`src/common/ncid_pkg.sv`:
```
// Functional notes
// - Group from bits 15-11; 00111 extended
// - Data address is row field then column field
// - Low field gives immediate nibble or bit mask
// - Add, add-with-carry forms per opcode
// - Subtract forms to register or memory
// - Subtract-with-borrow forms use carry flag
// - AND and OR forms per opcode
// - Jump and call carry 11-bit in-page address
// - Page held as program counter bits 12-11
// - Segment bit supplies program counter bit 13
// - System entry target from bits 10-8, 3-0
// - Register file address: 3-bit row, 4-bit low field
// - Peripheral address: 3-bit high, 4-bit low
// - Interrupt acceptance pushes saved register automatically
// - Stack pointer selects active return stack entry
// - Jump opcodes 01100-01111 set page 0-3
package ncid_pkg;
	localparam int PC_W = 14;
	localparam int INPAGE_W = 11;
	localparam int RAS_DEPTH = 8;
	localparam int SP_W = 3;
	localparam int IST_DEPTH = 4;
	localparam int IST_W = 2;
	localparam int SAVED_W = 4;
	// Field positions in the instruction word
	localparam int OP_HI = 15;
	localparam int OP_LO = 11;
	localparam int ROW_HI = 10;
	localparam int ROW_LO = 8;
	localparam int COL_HI = 7;
	localparam int COL_LO = 4;
	localparam int LOW_HI = 3;
	localparam int LOW_LO = 0;
	localparam int SEG_BIT = 13;
	localparam int PAGE_HI = 12;
	localparam int PAGE_LO = 11;
	localparam logic [4:0] OP_EXT = 5'h07;
	localparam logic [4:0] OP_CALL = 5'h1c;
	localparam logic [2:0] OP_JUMP_PREFIX = 3'h3;
	localparam logic [2:0] ROW_ZERO = 3'h0;
	// Extended group selectors in the column field
	localparam logic [3:0] EXT_TABLE_READ = 4'h1;
	localparam logic [3:0] EXT_REGFILE_WRITE = 4'h2;
	localparam logic [3:0] EXT_REGFILE_READ = 4'h3;
	localparam logic [3:0] EXT_JUMP_ADDR_REG = 4'h4;
	localparam logic [3:0] EXT_SYSTEM_ENTRY = 4'h5;
	localparam logic [3:0] EXT_ROTATE = 4'h7;
	localparam logic [3:0] EXT_INC_INDEX = 4'h8;
	localparam logic [3:0] EXT_INC_ADDR_REG = 4'h9;
	localparam logic [3:0] EXT_IO_WRITE = 4'ha;
	localparam logic [3:0] EXT_IO_READ = 4'hb;
	localparam logic [3:0] EXT_POP = 4'hc;
	localparam logic [3:0] EXT_PUSH = 4'hd;
	localparam logic [PC_W-1:0] PC_RESET = 14'h0000;
	localparam logic [SP_W-1:0] SP_RESET = 3'h0;
	localparam logic [IST_W-1:0] IST_RESET = 2'h0;
	localparam logic [SP_W-1:0] SP_STEP = 3'h1;
	localparam logic [IST_W-1:0] IST_STEP = 2'h1;
	localparam logic [INPAGE_W-1:0] INPAGE_STEP = 11'h001;
	localparam logic [3:0] NIBBLE_ZERO = 4'h0;

	typedef enum logic [2:0] {
		NCID_ALU_ADD = 3'h0,
		NCID_ALU_SUB = 3'h1,
		NCID_ALU_AND = 3'h2,
		NCID_ALU_XOR = 3'h3,
		NCID_ALU_OR = 3'h4,
		NCID_ALU_ROT = 3'h5
	} ncid_alu_e;

	typedef struct packed {
		logic [4:0] opcode;
		logic ext;
		logic [3:0] ext_code;
		logic [6:0] data_addr;
		logic [3:0] immediate_nibble;
		logic [3:0] bit_mask;
		logic [6:0] regfile_addr;
		logic [6:0] io_unit_addr;
	} ncid_dec_s;

	typedef struct packed {
		logic reg_we;
		logic mem_we;
		logic [3:0] result;
	} ncid_wb_s;
endpackage : ncid_pkg

```
`src/ncid_alu.sv`:
```
`timescale 1ns/1ps
module ncid_alu (
	input wire ncid_pkg::ncid_alu_e op,
	input wire logic [3:0] a,
	input wire logic [3:0] b,
	input wire logic cin,
	output logic [3:0] y,
	output logic cout
);
	logic [4:0] sum;
	logic [4:0] diff;
	assign sum = {1'b0, a} + {1'b0, b} + {4'h0, cin};
	// Top bit of the difference is the borrow out
	assign diff = {1'b0, a} - {1'b0, b} - {4'h0, cin};
	always_comb
	begin
		y = a;
		cout = cin;
		case (op)
			ncid_pkg::NCID_ALU_ADD:
			begin
				y = sum[3:0];
				cout = sum[4];
			end
			ncid_pkg::NCID_ALU_SUB:
			begin
				y = diff[3:0];
				cout = diff[4];
			end
			ncid_pkg::NCID_ALU_AND: y = a & b;
			ncid_pkg::NCID_ALU_XOR: y = a ^ b;
			ncid_pkg::NCID_ALU_OR: y = a | b;
			ncid_pkg::NCID_ALU_ROT:
			begin
				y = {cin, a[3:1]};
				cout = a[0];
			end
			default:
			begin
				y = a;
				cout = cin;
			end
		endcase
	end
endmodule : ncid_alu

```
`src/ncid_decode.sv`:
```
`timescale 1ns/1ps
module ncid_decode (
	input wire logic sys_clk,
	input wire logic rst_b,
	input wire logic instr_valid,
	input wire logic [15:0] instr_word,
	input wire logic [3:0] mem_nibble,
	input wire logic [3:0] gr_nibble,
	input wire logic [ncid_pkg::PC_W-1:0] address_register,
	input wire logic segment_wr,
	input wire logic segment_value,
	input wire logic irq_accept,
	input wire logic [ncid_pkg::SAVED_W-1:0] interrupt_saved_reg,
	output ncid_pkg::ncid_dec_s dec_q,
	output ncid_pkg::ncid_wb_s wb_q,
	output logic carry_flag,
	output logic [ncid_pkg::PC_W-1:0] pc_q,
	output logic segment_bit,
	output logic [ncid_pkg::SP_W-1:0] stack_pointer,
	output logic [ncid_pkg::PC_W-1:0] return_address_stack_top,
	output logic [ncid_pkg::IST_W-1:0] interrupt_stack_level,
	output logic [ncid_pkg::SAVED_W-1:0] interrupt_stack_top
);
	logic [4:0] opcode;
	logic [2:0] row_field;
	logic [3:0] col_field;
	logic [3:0] low_field;
	logic is_ext;
	logic is_jump;
	logic is_call;
	logic is_alu;
	logic is_rotate;
	logic is_jump_addr_reg;
	logic is_system_entry;
	logic use_immediate;
	logic carry_in_used;
	logic arith_op;
	logic [3:0] alu_a;
	logic [3:0] alu_b;
	logic [3:0] alu_y;
	logic alu_cout;
	logic alu_cin;
	ncid_pkg::ncid_alu_e alu_op;
	ncid_pkg::ncid_dec_s dec_next;
	ncid_pkg::ncid_wb_s wb_next;
	logic [ncid_pkg::INPAGE_W-1:0] inpage_inc;
	logic [ncid_pkg::PC_W-1:0] pc_advance;
	logic [ncid_pkg::PC_W-1:0] pc_next;
	logic [ncid_pkg::PC_W-1:0] entry_target;
	logic carry_next;
	logic [ncid_pkg::SP_W-1:0] sp_next;
	logic [ncid_pkg::IST_W-1:0] ist_next;
	logic [ncid_pkg::PC_W-1:0] ras_mem [ncid_pkg::RAS_DEPTH];
	logic [ncid_pkg::SAVED_W-1:0] ist_mem [ncid_pkg::IST_DEPTH];
	logic [ncid_pkg::SP_W-1:0] sp_push;
	logic [ncid_pkg::IST_W-1:0] ist_push;
	logic do_call;
	logic segment_now;

	// Field split; extended group selected by the 5-bit opcode
	assign opcode = instr_word[ncid_pkg::OP_HI:ncid_pkg::OP_LO];
	assign row_field = instr_word[ncid_pkg::ROW_HI:ncid_pkg::ROW_LO];
	assign col_field = instr_word[ncid_pkg::COL_HI:ncid_pkg::COL_LO];
	assign low_field = instr_word[ncid_pkg::LOW_HI:ncid_pkg::LOW_LO];
	assign is_ext = (opcode == ncid_pkg::OP_EXT);
	assign is_jump = (opcode[4:2] == ncid_pkg::OP_JUMP_PREFIX);
	assign is_call = (opcode == ncid_pkg::OP_CALL);
	assign is_rotate = is_ext && (row_field == ncid_pkg::ROW_ZERO)
		&& (col_field == ncid_pkg::EXT_ROTATE);
	assign is_jump_addr_reg = is_ext && (row_field == ncid_pkg::ROW_ZERO)
		&& (col_field == ncid_pkg::EXT_JUMP_ADDR_REG);
	assign is_system_entry = is_ext && (col_field == ncid_pkg::EXT_SYSTEM_ENTRY);

	// Opcodes x0000..x0110 are the nibble arithmetic and logic group
	assign is_alu = (opcode[3] == 1'b0) && (opcode[2:0] != 3'h7);
	assign use_immediate = opcode[4];
	assign arith_op = is_alu && (opcode[2] == 1'b0);
	assign carry_in_used = arith_op && opcode[1];
	assign alu_op = is_rotate ? ncid_pkg::NCID_ALU_ROT
		: (opcode[2:0] == 3'h4) ? ncid_pkg::NCID_ALU_AND
		: (opcode[2:0] == 3'h5) ? ncid_pkg::NCID_ALU_XOR
		: (opcode[2:0] == 3'h6) ? ncid_pkg::NCID_ALU_OR
		: opcode[0] ? ncid_pkg::NCID_ALU_SUB : ncid_pkg::NCID_ALU_ADD;
	// Register form: (r) op (m); memory form: (m) op immediate
	assign alu_a = (use_immediate && !is_rotate) ? mem_nibble : gr_nibble;
	assign alu_b = use_immediate ? low_field : mem_nibble;
	// Rotate shifts the carry in, so it always sees the flag
	assign alu_cin = (carry_in_used || is_rotate) ? carry_flag : 1'b0;

	ncid_alu u_alu (
		.op(alu_op),
		.a(alu_a),
		.b(alu_b),
		.cin(alu_cin),
		.y(alu_y),
		.cout(alu_cout)
	);

	always_comb
	begin
		dec_next.opcode = opcode;
		dec_next.ext = is_ext;
		dec_next.ext_code = col_field;
		dec_next.data_addr = {row_field, col_field};
		dec_next.immediate_nibble = low_field;
		dec_next.bit_mask = low_field;
		dec_next.regfile_addr = {row_field, low_field};
		dec_next.io_unit_addr = {row_field, low_field};
	end

	assign wb_next.reg_we = instr_valid && ((is_alu && !use_immediate) || is_rotate);
	assign wb_next.mem_we = instr_valid && is_alu && use_immediate;
	assign wb_next.result = alu_y;

	// Borrow counts as carry so multi-nibble chains work
	assign carry_next = (instr_valid && (arith_op || is_rotate)) ? alu_cout : carry_flag;

	assign segment_now = segment_wr ? segment_value : segment_bit;
	assign inpage_inc = pc_q[ncid_pkg::INPAGE_W-1:0] + ncid_pkg::INPAGE_STEP;
	// Sequential fetch wraps inside the page, page bits untouched
	assign pc_advance = {segment_now, pc_q[ncid_pkg::PAGE_HI:ncid_pkg::PAGE_LO],
		inpage_inc};
	assign entry_target = {segment_now, 2'h0, row_field, 4'h0, low_field};

	always_comb
	begin
		pc_next = {segment_now, pc_q[ncid_pkg::PC_W-2:0]};
		if (instr_valid)
		begin
			if (is_jump)
				pc_next = {segment_now, opcode[1:0],
					instr_word[ncid_pkg::INPAGE_W-1:0]};
			else if (is_call)
				pc_next = {segment_now, 2'h0,
					instr_word[ncid_pkg::INPAGE_W-1:0]};
			else if (is_jump_addr_reg)
				pc_next = {segment_now, address_register[ncid_pkg::PC_W-2:0]};
			else if (is_system_entry)
				pc_next = entry_target;
			else
				pc_next = pc_advance;
		end
	end

	// Return stack grows downward; pointer names the live entry
	assign do_call = instr_valid && is_call;
	assign sp_push = stack_pointer - ncid_pkg::SP_STEP;
	assign sp_next = do_call ? sp_push : stack_pointer;
	assign ist_push = interrupt_stack_level + ncid_pkg::IST_STEP;
	// No overflow guard: deeper nesting overwrites the oldest slot
	assign ist_next = irq_accept ? ist_push : interrupt_stack_level;

	always_ff @(posedge sys_clk)
	begin
		if (do_call)
			ras_mem[sp_push] <= pc_advance;
		if (irq_accept)
			ist_mem[ist_push] <= interrupt_saved_reg;
	end

	always_ff @(posedge sys_clk)
	begin
		if (!rst_b)
		begin
			pc_q <= ncid_pkg::PC_RESET;
			segment_bit <= 1'b0;
			carry_flag <= 1'b0;
			stack_pointer <= ncid_pkg::SP_RESET;
			interrupt_stack_level <= ncid_pkg::IST_RESET;
		end
		else
		begin
			pc_q <= pc_next;
			segment_bit <= segment_now;
			carry_flag <= carry_next;
			stack_pointer <= sp_next;
			interrupt_stack_level <= ist_next;
		end
	end

	always_ff @(posedge sys_clk)
	begin
		if (!rst_b)
		begin
			dec_q <= '0;
			wb_q <= '0;
			return_address_stack_top <= ncid_pkg::PC_RESET;
			interrupt_stack_top <= ncid_pkg::NIBBLE_ZERO;
		end
		else
		begin
			dec_q <= instr_valid ? dec_next : dec_q;
			wb_q <= wb_next;
			return_address_stack_top <= do_call ? pc_advance : ras_mem[sp_next];
			interrupt_stack_top <= irq_accept ? interrupt_saved_reg : ist_mem[ist_next];
		end
	end
endmodule : ncid_decode

```
`config.mk`:
```
export PLATFORM = sky130hd
export DESIGN_NAME = ncid_decode
export DESIGN_NICKNAME = d
export VERILOG_FILES = /design/src/common/ncid_pkg.sv /design/src/ncid_alu.sv /design/src/ncid_decode.sv
export SDC_FILE = /design/constraint.sdc
export NUM_CORES = 1
export LEC_CHECK = 0
export BUFFER_PORTS_ARGS = -buffer_cell sky130_fd_sc_hd__buf_2
export CAP_MARGIN = 15
export CORE_AREA = 3 3 159 191
export CTS_BUF_LIST = sky130_fd_sc_hd__clkbuf_4 sky130_fd_sc_hd__clkbuf_8
export DETAILED_ROUTE_END_ITERATION = 8
export DIE_AREA = 0 0 162 194
export PLACE_DENSITY = 0.53
export SLEW_MARGIN = 20
export SYNTH_ARGS = -nofsm -noshare
export SYNTH_HDL_FRONTEND = slang
export SYNTH_SLANG_ARGS = --single-unit
```
`constraint.sdc`:
```
create_clock -name sys_clk -period 4 [get_ports sys_clk]
set_input_delay 0.4 -clock sys_clk [delete_from_list [all_inputs] [get_ports sys_clk]]
set_output_delay 0.4 -clock sys_clk [all_outputs]
set_load 0.05 [all_outputs]
```
==> parameters.txt, run 1 <==
Parameter                              Value

Status
  Result of the run    completed

Worst hold path
  Sink of the worst hold path    ist_mem[1][3]
  Startpoint of the most critical hold path    interrupt_saved_reg[3]
  Hold Crit Class    in2reg
  WHS Path Cells    1

Synthesis
  Share of synthesized area spent on multiplexers    12.0%
  Most common cell in the netlist    sky130_fd_sc_hd__edfxtp_1
  Synthesis-stage register bit count    189
  Synth warn    0
  Post-Synthesis Cells    649
  Commonest cells post-synth    128 x sky130_fd_sc_hd__edfxtp_1, 61 x sky130_fd_sc_hd__dfxtp_1, 46 x sky130_fd_sc_hd__mux2i_1, 46 x sky130_fd_sc_hd__nand2_1, 33 x sky130_fd_sc_hd__o21ai_0
  Average cell area after synthesis    13.2 sq um
  Compound-gate portion of the synthesized area    8.99%
  Post-synthesis share of cell area spent on xor and xnor gates    2.07%
  Most area-hungry cell type in the Yosys netlist    sky130_fd_sc_hd__edfxtp_1
  Area share of the largest cell type after synthesis    45.0%
  Synth unique cells    60
  Post-synth EDFFs    128
  Dominant register cell in the synthesized netlist    sky130_fd_sc_hd__edfxtp_1
  Simple-gate share of the synthesized area    9.04%
  Largest family of logic cells by synthesized area    multiplexers
  Synthesized net count    720
  Cell types occupying the most area after synthesis    sky130_fd_sc_hd__edfxtp_1 45%, sky130_fd_sc_hd__dfxtp_1 14%, sky130_fd_sc_hd__mux2i_1 5.4%
  Syn Std Cell Area    0.00854 sq mm
  Share of synthesized area occupied by flip-flops and latches    59.3%
  Fraction of synthesis flops using an asynchronous set or reset pin    0%
  Adder-cell share of the synthesized area    3.72%

Routing
  DRT antenna net count    0
  Iter 0 DRT Violations    293
  Vias per cell    4.63
  Remaining routing DRC violations    0
  Via Count    5,407
  Final routed wirelength across all metal layers    21.8 mm
  Detailed-routing iteration count for the pre-antenna-repair pass    4
  Wire length per cell    18.7 um

Global route
  Remaining Overflow, GRT    0
  Pin count of the biggest net entering global routing    40
  Vias in the first global route    5,460
  First-pass GRT wire length    33.2 mm
  Antenna violations before repair    3
  Overall routing resource usage    14.0%

Placed design
  Worst slack at placement    0.327 ns
  Final RePlAce weighted congestion    0.751
  # port buffers    130
  Inst Count DP    1,136
  Final HPWL from detailed placement    15.5 mm

Worst setup path
  Critical path arrival    3.57 ns
  R2r endpoint    return_address_stack_top[6]
  R2R setup slack    0.94 ns
  Required time worst endpoint    4.40 ns
  Max Fanout on Critical Path    2
  WP depth    13
  Cell at the slowest stage of the critical path    sky130_fd_sc_hd__fa_1
  Cell-by-cell trace of the critical path    buf_2 -> or2_1 -> or2_2 -> nor4_2 -> o21ai_0 -> fa_1 -> fa_1 -> nand2b_1 -> a21oi_1 -> nor3_1 -> a2111oi_0 -> o21ai_0 -> a21boi_0
  Type of the setup path with the least slack    in2reg
  Startpoint of the most critical register-to-register path    stack_pointer[0]
  Dominant delay contributor by cell family on the critical path    simple AND/OR/NAND/NOR gates
  Slowest stage delay, CP    0.50 ns
  Sort of element at the end of the critical path    flop
  CP Buf/Inv Count    1
  Critical Path Start Type    primary input
  R2r worst-path depth    6

STA
  Hold violation total from the final report    0
  Worst Max-Slew Pin Slew    0.984 ns
  Final total negative setup slack    0 ns
  Count of endpoints failing setup in the final report    0
  Slew Viols, Final    0
  Final period util    79.2%
  Final worst clock skew    0.0189 ns
  RSZ-0062 raised after global routing    no
  Max Freq    0.316 GHz
  Setup slack of the critical path after layout    0.832 ns
  Clock period minus worst slack    3.17 ns
  Normalized max-slew margin    34.3%

Layout
  Number of fillers in the final layout    2,957
  Non-filler cells, final    1,168
  Fraction of final layout cells with drive strength greater than 1    30.8%
  Area Growth Syn to Fin    17.3%
  Final-stage net count    841
  Inserted Diodes    0

Clock tree
  Count of hold buffers inserted by post-cts repair    0
  Clock input transition at the sequential cells of the worst setup and hold paths    0.11 ns
  Clock root buffer    sky130_fd_sc_hd__clkbuf_8
  Level count of the clock H-tree    4
  Number of gates given a new drive strength after cts    0
  Insertion delay of the later-clocked pin in the worst-skew pair    0.47 ns
  TritonCTS clock tree    built
  Bufs on Longest Clock Path    2
  Postcts setup bufs    0
  Clk sink count    189
  Clock buffer count from CTS    17

Die
  Top-level port count    132
  Overall die width    162 um
  Core area    0.0288 sq mm
  Cell row count    68
  Chip Height    194 um
  Initial Util    29.7%
  Die Outline Area    0.0314 sq mm

Pwr
  Max IR drop VDD    0.234 mV
  P per Cell Area    404 mW/mm^2
  Leakage power figure    3.83 nW
  Total power after layout    4.05 mW

Flow run
  Max Cap Viol    0
[power by group]
part	switching, mW	internal, mW
sequential	0.0325	2.13
combinational	0.394	0.176
clock	0.776	0.537
total	1.20	2.85
[how the worst max path moves through the flow]
stage / slack [ns] / endpoint / startpoint
after floorplan: -0.06 / ras_mem[3][0] / stack_pointer[1]
after global placement: 0.37 / carry_flag / instr_word[15]
after detailed placement: 0.33 / carry_flag / instr_word[15]
after CTS: 0.84 / carry_flag / instr_word[15]
after global routing: 0.47 / carry_flag / instr_word[15]
final: 0.83 / carry_flag / instr_word[15]
[per-stage QoR]
step           area, sq um  hold WS [ns]  utilization, %
2_1_floorplan         8540         0.499               -
3_3_place_gp          9610         0.492            33.4
3_5_place_dp          9610         0.503            33.4
4_1_cts              10000         0.123            34.8
5_1_grt              10000         0.120            34.8
6_report             10000         0.157            34.8
[flip-flops by register name (all words and copies together) (netlist names)]
signal and cells:
dec_q 17, return_address_stack_top 14, interrupt_stack_level 2, interrupt_stack_top 4
wb_q 6, ras_mem 112, pc_q 13, stack_pointer 3
ist_mem 16, segment_bit 1, carry_flag 1
[cell type report]
| class | count | area, sq um | share of cell area [%] |
|---|---|---|---|
| tap | 385 | 482 | 4.81 |
| multi-input combinational | 379 | 3100 | 31.0 |
| clock inverter | 14 | 174 | 1.74 |
| timing repair buffer | 158 | 861 | 8.59 |
| sequential | 189 | 5060 | 50.5 |
| inverter | 25 | 93.8 | 0.936 |
| clock buffer | 18 | 241 | 2.41 |
[layer usage]
layer | track usage (%) | routed length, um | vias to the layer above
met2 | 24.4 | 11000 | 127
met3 | 3.59 | 1020 | 19
li1 | - | - | 2608
met4 | 3.16 | 206 | 6
met5 | 0 | 28 | -
met1 | 17.4 | 9490 | 2647
[logic make-up after synthesis]
kind of cell	count (synthesis)
buffers and inverters	81
xor gates and xnor gates	18
AOI/OAI and AO/OA	112
DFF	189
muxes	76
adders and majority gates	23
and+or+nand+nor	150
[placed cells by master (no fill, tap or decap), types with 4 or more instances in the layout]
cell type and n:
sky130_fd_sc_hd__edfxtp_1 128, sky130_fd_sc_hd__a21oi_1 27, sky130_fd_sc_hd__mux4_2 20, sky130_fd_sc_hd__nor2_1 21
sky130_fd_sc_hd__nand2b_1 4, sky130_fd_sc_hd__dfxtp_1 61, sky130_fd_sc_hd__o21a_1 4, sky130_fd_sc_hd__o221ai_1 6
sky130_fd_sc_hd__mux2_2 10, sky130_fd_sc_hd__nand2_1 46, sky130_fd_sc_hd__buf_4 28, sky130_fd_sc_hd__a21boi_0 4
sky130_fd_sc_hd__ha_1 19, sky130_fd_sc_hd__o221a_2 7, sky130_fd_sc_hd__nor3_2 4, sky130_fd_sc_hd__nor2b_1 31
sky130_fd_sc_hd__inv_8 4, sky130_fd_sc_hd__a211oi_1 4, sky130_fd_sc_hd__inv_1 24, sky130_fd_sc_hd__clkbuf_8 17
sky130_fd_sc_hd__fa_1 4, sky130_fd_sc_hd__and2_1 13, sky130_fd_sc_hd__xnor2_1 8, sky130_fd_sc_hd__nand3_1 9
sky130_fd_sc_hd__o21ai_0 33, sky130_fd_sc_hd__buf_2 130, sky130_fd_sc_hd__xor2_1 8, sky130_fd_sc_hd__mux2i_1 46
Note: power is estimated with default switching activity, not from simulation.
==> run 2, diff against run 1 <==
--- a/config.mk
+++ b/config.mk
@@ -11,7 +11,7 @@
 export CTS_BUF_LIST = sky130_fd_sc_hd__clkbuf_4 sky130_fd_sc_hd__clkbuf_8
 export DETAILED_ROUTE_END_ITERATION = 8
 export DIE_AREA = 0 0 162 194
-export PLACE_DENSITY = 0.53
+export PLACE_DENSITY = 0.55
 export SLEW_MARGIN = 20
 export SYNTH_ARGS = -nofsm -noshare
 export SYNTH_HDL_FRONTEND = slang
==> constraint.sdc (replaced) <==
create_clock -name sys_clk -period 2.7 [get_ports sys_clk]
set_input_delay 0.27 -clock sys_clk [delete_from_list [all_inputs] [get_ports sys_clk]]
set_output_delay 0.27 -clock sys_clk [all_outputs]
set_load 0.05 [all_outputs]
==> parameters.txt, run 2 (synthesis gave the netlist of run 1 again) <==
Parameter                              Value

Routing
  Wire length per cell    18.3 um
  Detailed-routing iteration count for the pre-antenna-repair pass    5
  Vias per cell    4.71
  Iter 0 DRT Violations    347
  Final routed wirelength across all metal layers    22.1 mm
  Remaining routing DRC violations    0
  DRT antenna net count    0
  Via Count    5,659

Placed design
  # port buffers    130
  Final RePlAce weighted congestion    0.784
  Final HPWL from detailed placement    15.9 mm
  Worst slack at placement    -0.364 ns
  Placed instance area    0.00995 sq mm
  Inst Count DP    1,166

Layout
  Flip-flop count of the largest register, all copies and words added    112
  Most flops, register    ras_mem
  Non-filler cells, final    1,202
  Final-stage net count    875
  Registers with the highest flip-flop counts    ras_mem x112, dec_q x17, ist_mem x16
  Final standard cell area without fillers    0.0103 sq mm
  Fraction of final layout cells with drive strength greater than 1    34.9%
  Top library cells by usage in the layout, fill and taps aside    130 x sky130_fd_sc_hd__buf_2, 128 x sky130_fd_sc_hd__edfxtp_1, 59 x sky130_fd_sc_hd__dfxtp_1, 56 x sky130_fd_sc_hd__buf_4
  Area Growth Syn to Fin    21.1%
  Commonest non-fill, non-tap cell in the layout    sky130_fd_sc_hd__buf_2
  Inserted Diodes    0

Worst setup path
  CP Buf/Inv Count    3
  Cell-by-cell trace of the critical path    buf_2 -> or2_1 -> or2_4 -> nor4_4 -> o21ai_4 -> inv_2 -> fa_2 -> inv_2 -> fa_2 -> o21a_1 -> nor2_1 -> xnor2_1 -> a2111oi_1 -> o21ai_1 -> a21boi_1
  Sort of element at the end of the critical path    flop
  R2R setup slack    0.40 ns
  R2r endpoint    pc_q[10]
  Dominant delay contributor by cell family on the critical path    simple AND/OR/NAND/NOR gates
  Required time worst endpoint    3.11 ns
  Type of the setup path with the least slack    in2reg
  WP depth    15
  R2r worst-path depth    8
  Critical Path Start Type    primary input
  Max Fanout on Critical Path    2
  Startpoint of the most critical register-to-register path    pc_q[1]
  Cell at the slowest stage of the critical path    sky130_fd_sc_hd__nor4_4
  Slowest stage delay, CP    0.36 ns
  Critical path arrival    2.97 ns

Clock tree
  Clock input transition at the sequential cells of the worst setup and hold paths    0.11 ns
  Bufs on Longest Clock Path    2
  Clock root buffer    sky130_fd_sc_hd__clkbuf_8
  Clk sink count    189
  TritonCTS clock tree    built
  Insertion delay of the later-clocked pin in the worst-skew pair    0.47 ns
  Clock buffer count from CTS    17
  Level count of the clock H-tree    4

Die
  Top-level port count    132
  Overall die width    162 um
  Initial Util    29.7%
  Cell row count    68
  Core area    0.0288 sq mm
  Die Outline Area    0.0314 sq mm
  Chip Height    194 um

Pwr
  P per Cell Area    568 mW/mm^2
  Leakage power figure    3.99 nW
  Max IR drop VDD    0.271 mV

Worst hold path
  Startpoint of the most critical hold path    address_register[4]
  Sink of the worst hold path    pc_q[4]
  WHS Path Cells    3
  Hold Crit Class    in2reg

STA
  Hold violation total from the final report    0
  Final worst clock skew    0.0171 ns
  Max Freq    0.391 GHz
  Normalized max-slew margin    51.4%
  Setup slack of the critical path after layout    0.143 ns
  Worst hold-check slack    0.0687 ns
  Clock period minus worst slack    2.56 ns
  Count of endpoints failing setup in the final report    0
  Worst Max-Slew Pin Slew    0.726 ns
  Final period util    94.7%
  RSZ-0062 raised after global routing    no
  Slew Viols, Final    0

Flow run
  Max Cap Viol    0

Global route
  Pin count of the biggest net entering global routing    37
  Antenna violations before repair    0
  Overall routing resource usage    14.3%
  Remaining Overflow, GRT    0
  First-pass GRT wire length    34.4 mm
  Vias in the first global route    5,794

Status
  Result of the run    completed
-- run 2: power by group --
group | switching (mW) | total (mW) | internal, mW
combinational | 0.602 | 0.900 | 0.298
sequential | 0.0502 | 3.21 | 3.16
clock | 1.10 | 1.76 | 0.666
total | 1.75 | 5.88 | 4.13
-- run 2: timing repair --
action / 4_1_cts / 5_1_grt
hold buffers: 4 / 0
endpoints found under the hold margin: 14 / 0
setup endpoints to repair: 0 / 1
gates resized for setup: 0 / 3
setup buffers: 0 / 0
-- run 2: routing by layer --
metal / track usage [%] / vias to the layer above / share of wire, %
met1: 18.3 / 2795 / 43
met3: 3.89 / 30 / 5.6
met2: 23.8 / 156 / 49
met4: 4.01 / 0 / 1.7
li1: - / 2678 / -
met5: 0 / - / 0
-- run 2: worst min-delay path: stages --
cell and delay [ns]:
sky130_fd_sc_hd__buf_2 0.10, sky130_fd_sc_hd__nand2_1 0.05, sky130_fd_sc_hd__a31oi_1 0.07
-- run 2: layout make-up --
cell class / count / area (sq um)
fillers: 2916 / 18400
flip-flops and latches: 189 / 5070
multi-input cells: 379 / 3190
repair buffers: 192 / 1150
well taps: 385 / 482
clock buffers: 17 / 234
clock inverters: 15 / 125
inverters: 25 / 93.8
-- run 2: worst max path at each step --
| stage | from | endpoint | slack (ns) |
|---|---|---|---|
| after global placement | instr_word[9] | carry_flag | -0.35 |
| final | instr_word[15] | carry_flag | 0.14 |
| after floorplan | instr_word[9] | carry_flag | -0.19 |
| after detailed placement | instr_word[9] | carry_flag | -0.36 |
| after CTS | instr_word[9] | carry_flag | 0.15 |
| after global routing | instr_word[15] | carry_flag | 0.01 |
-- run 2: stage by stage --
stage               power [mW]  setup TNS [ns]  utilization [%]
floorplan                 3.92          -0.214                -
detailed placement        4.18          -0.664             34.6
global route              6.15               0             36.0
global placement          4.18          -0.585             34.6
finish                    5.88               0             36.0
CTS                       5.95               0             36.0
==> run 3, diff against run 2 <==
--- a/config.mk
+++ b/config.mk
@@ -7,10 +7,10 @@
 export LEC_CHECK = 0
 export BUFFER_PORTS_ARGS = -buffer_cell sky130_fd_sc_hd__buf_2
 export CAP_MARGIN = 15
-export CORE_AREA = 3 3 159 191
+export CORE_AREA = 3 3 132 230
 export CTS_BUF_LIST = sky130_fd_sc_hd__clkbuf_4 sky130_fd_sc_hd__clkbuf_8
 export DETAILED_ROUTE_END_ITERATION = 8
-export DIE_AREA = 0 0 162 194
+export DIE_AREA = 0 0 135 233
 export PLACE_DENSITY = 0.55
 export SLEW_MARGIN = 20
 export SYNTH_ARGS = -nofsm -noshare
==> parameters.txt, run 3 (synthesis gave the netlist of run 1 again) <==
Parameter                              Value

Status
  Result of the run    completed

Routing
  DRT antenna net count    0
  Vias per cell    4.67
  Wire length per cell    18.4 um
  Total routed wire length on the met1 layer    8.34 mm
  Met2 wire length    12.1 mm
  Iter 0 DRT Violations    263
  Detail Route met3 WL    988 um
  Final routed wirelength across all metal layers    22.2 mm
  Via Count    5,627
  Detailed-routing iteration count for the pre-antenna-repair pass    4
  Highest metal used    met4
  Remaining routing DRC violations    0

Worst setup path
  R2r endpoint    carry_flag
  Critical Path Source    instr_word[15]
  Max Fanout on Critical Path    2
  Required time worst endpoint    3.12 ns
  Slowest stage delay, CP    0.39 ns
  Timing endpoint of the critical path    carry_flag
  Critical Path Start Type    primary input
  Cell-by-cell trace of the critical path    buf_2 -> or2_1 -> or2_4 -> nor4_4 -> o21ai_4 -> inv_2 -> fa_2 -> inv_2 -> fa_2 -> o21a_1 -> nor2_2 -> xnor2_2 -> a2111oi_2 -> o21ai_1 -> a21boi_1
  Dominant delay contributor by cell family on the critical path    simple AND/OR/NAND/NOR gates
  Critical path arrival    3.04 ns
  R2r worst-path depth    11
  Startpoint of the most critical register-to-register path    carry_flag
  Cell at the slowest stage of the critical path    sky130_fd_sc_hd__nor4_4
  Sort of element at the end of the critical path    flop
  Type of the setup path with the least slack    in2reg
  R2R setup slack    0.47 ns
  WP depth    15
  CP Buf/Inv Count    3

Global route
  Antenna violations before repair    1
  First-pass GRT wire length    33.7 mm
  Remaining Overflow, GRT    0
  Vias in the first global route    5,817
  Overall routing resource usage    14.4%
  Pin count of the biggest net entering global routing    27

STA
  Slew Viols, Final    0
  Hold violation total from the final report    0
  Worst Max-Slew Pin Slew    0.689 ns
  Final total negative setup slack    0 ns
  Final worst clock skew    0.0122 ns
  Normalized max-slew margin    53.9%
  Max Freq    0.381 GHz
  Count of endpoints failing setup in the final report    0
  Setup slack of the critical path after layout    0.0769 ns
  Clock period minus worst slack    2.62 ns
  Worst hold-check slack    0.0415 ns
  RSZ-0062 raised after global routing    yes
  Final period util    97.2%

Die
  Core area    0.0286 sq mm
  Die Outline Area    0.0315 sq mm
  Initial Util    29.8%
  Top-level port count    132
  Overall die width    135 um
  Chip Height    233 um
  Cell row count    82

Placed design
  Worst slack at placement    -0.391 ns
  Inst Count DP    1,167
  Final RePlAce weighted congestion    0.778
  Placed instance area    0.0100 sq mm
  Final HPWL from detailed placement    16.3 mm
  # port buffers    130

Layout
  Final-stage net count    885
  Commonest non-fill, non-tap cell in the layout    sky130_fd_sc_hd__buf_2
  Fraction of final layout cells with drive strength greater than 1    36.0%
  Non-filler cells, final    1,206
  Registers with the highest flip-flop counts    ras_mem x112, dec_q x17, ist_mem x16
  Final standard cell area without fillers    0.0105 sq mm
  Final cell utilization of the core    36.6%
  Number of fillers in the final layout    2,832
  Top library cells by usage in the layout, fill and taps aside    130 x sky130_fd_sc_hd__buf_2, 128 x sky130_fd_sc_hd__edfxtp_1, 64 x sky130_fd_sc_hd__buf_4, 59 x sky130_fd_sc_hd__dfxtp_1
  Flip-flop count of the largest register, all copies and words added    112
  Area Growth Syn to Fin    22.7%
  Most flops, register    ras_mem

Clock tree
  Clock root buffer    sky130_fd_sc_hd__clkbuf_8
  Level count of the clock H-tree    4
  Clk sink count    189
  Bufs on Longest Clock Path    2
  Clock input transition at the sequential cells of the worst setup and hold paths    0.10 ns
  Insertion delay of the later-clocked pin in the worst-skew pair    0.49 ns
  TritonCTS clock tree    built
  Clock buffer count from CTS    17

Pwr
  Max IR drop VDD    0.448 mV
  Leakage power figure    4.07 nW
  Total power after layout    5.98 mW
  P per Cell Area    571 mW/mm^2

Worst hold path
  Startpoint of the most critical hold path    interrupt_saved_reg[1]
  Hold Crit Class    in2reg

Flow run
  Max Cap Viol    0
run 3: worst min-delay path by stage:
stage / endpoint / cells after the start
after floorplan: ist_mem[0][0] / 0
after global placement: pc_q[8] / 2
after detailed placement: pc_q[10] / 2
after CTS: ist_mem[2][1] / 1
after global routing: ist_mem[3][1] / 1
final: ist_mem[3][1] / 1
run 3: metal layers:
layer | vias up | global-route usage [%]
met2 | 147 | 26.6
met5 | - | 0
li1 | 2692 | -
met3 | 34 | 3.25
met4 | 0 | 6.37
met1 | 2754 | 15.5
run 3: timing repair:
item | 4_1_cts | 5_1_grt
buffers inserted | 0 | 2
hold buffers | 4 | 0
resized for setup | 0 | 6
endpoints found under the hold margin | 13 | 0
endpoints found under the setup margin | 0 | 1
run 3: layout make-up:
cell class / count / area [sq um] / share of cell area [%]
Sequential cell: 189 / 5070 / 48.4
Multi-Input combinational cell: 379 / 3210 / 30.6
Timing Repair Buffer: 202 / 1250 / 11.9
Tap cell: 378 / 473 / 4.51
Clock buffer: 19 / 249 / 2.38
Clock inverter: 13 / 131 / 1.25
Inverter: 25 / 93.8 / 0.896
Antenna cell: 1 / 2.50 / 0.0239
run 3: where the power goes:
part	leakage (nW)	total [mW]	switching (mW)	internal, mW
Clock	0.180	1.85	1.08	0.772
Sequential	1.67	3.21	0.0438	3.16
Combinational	2.21	0.926	0.611	0.314
Total	4.07	5.98	1.73	4.25
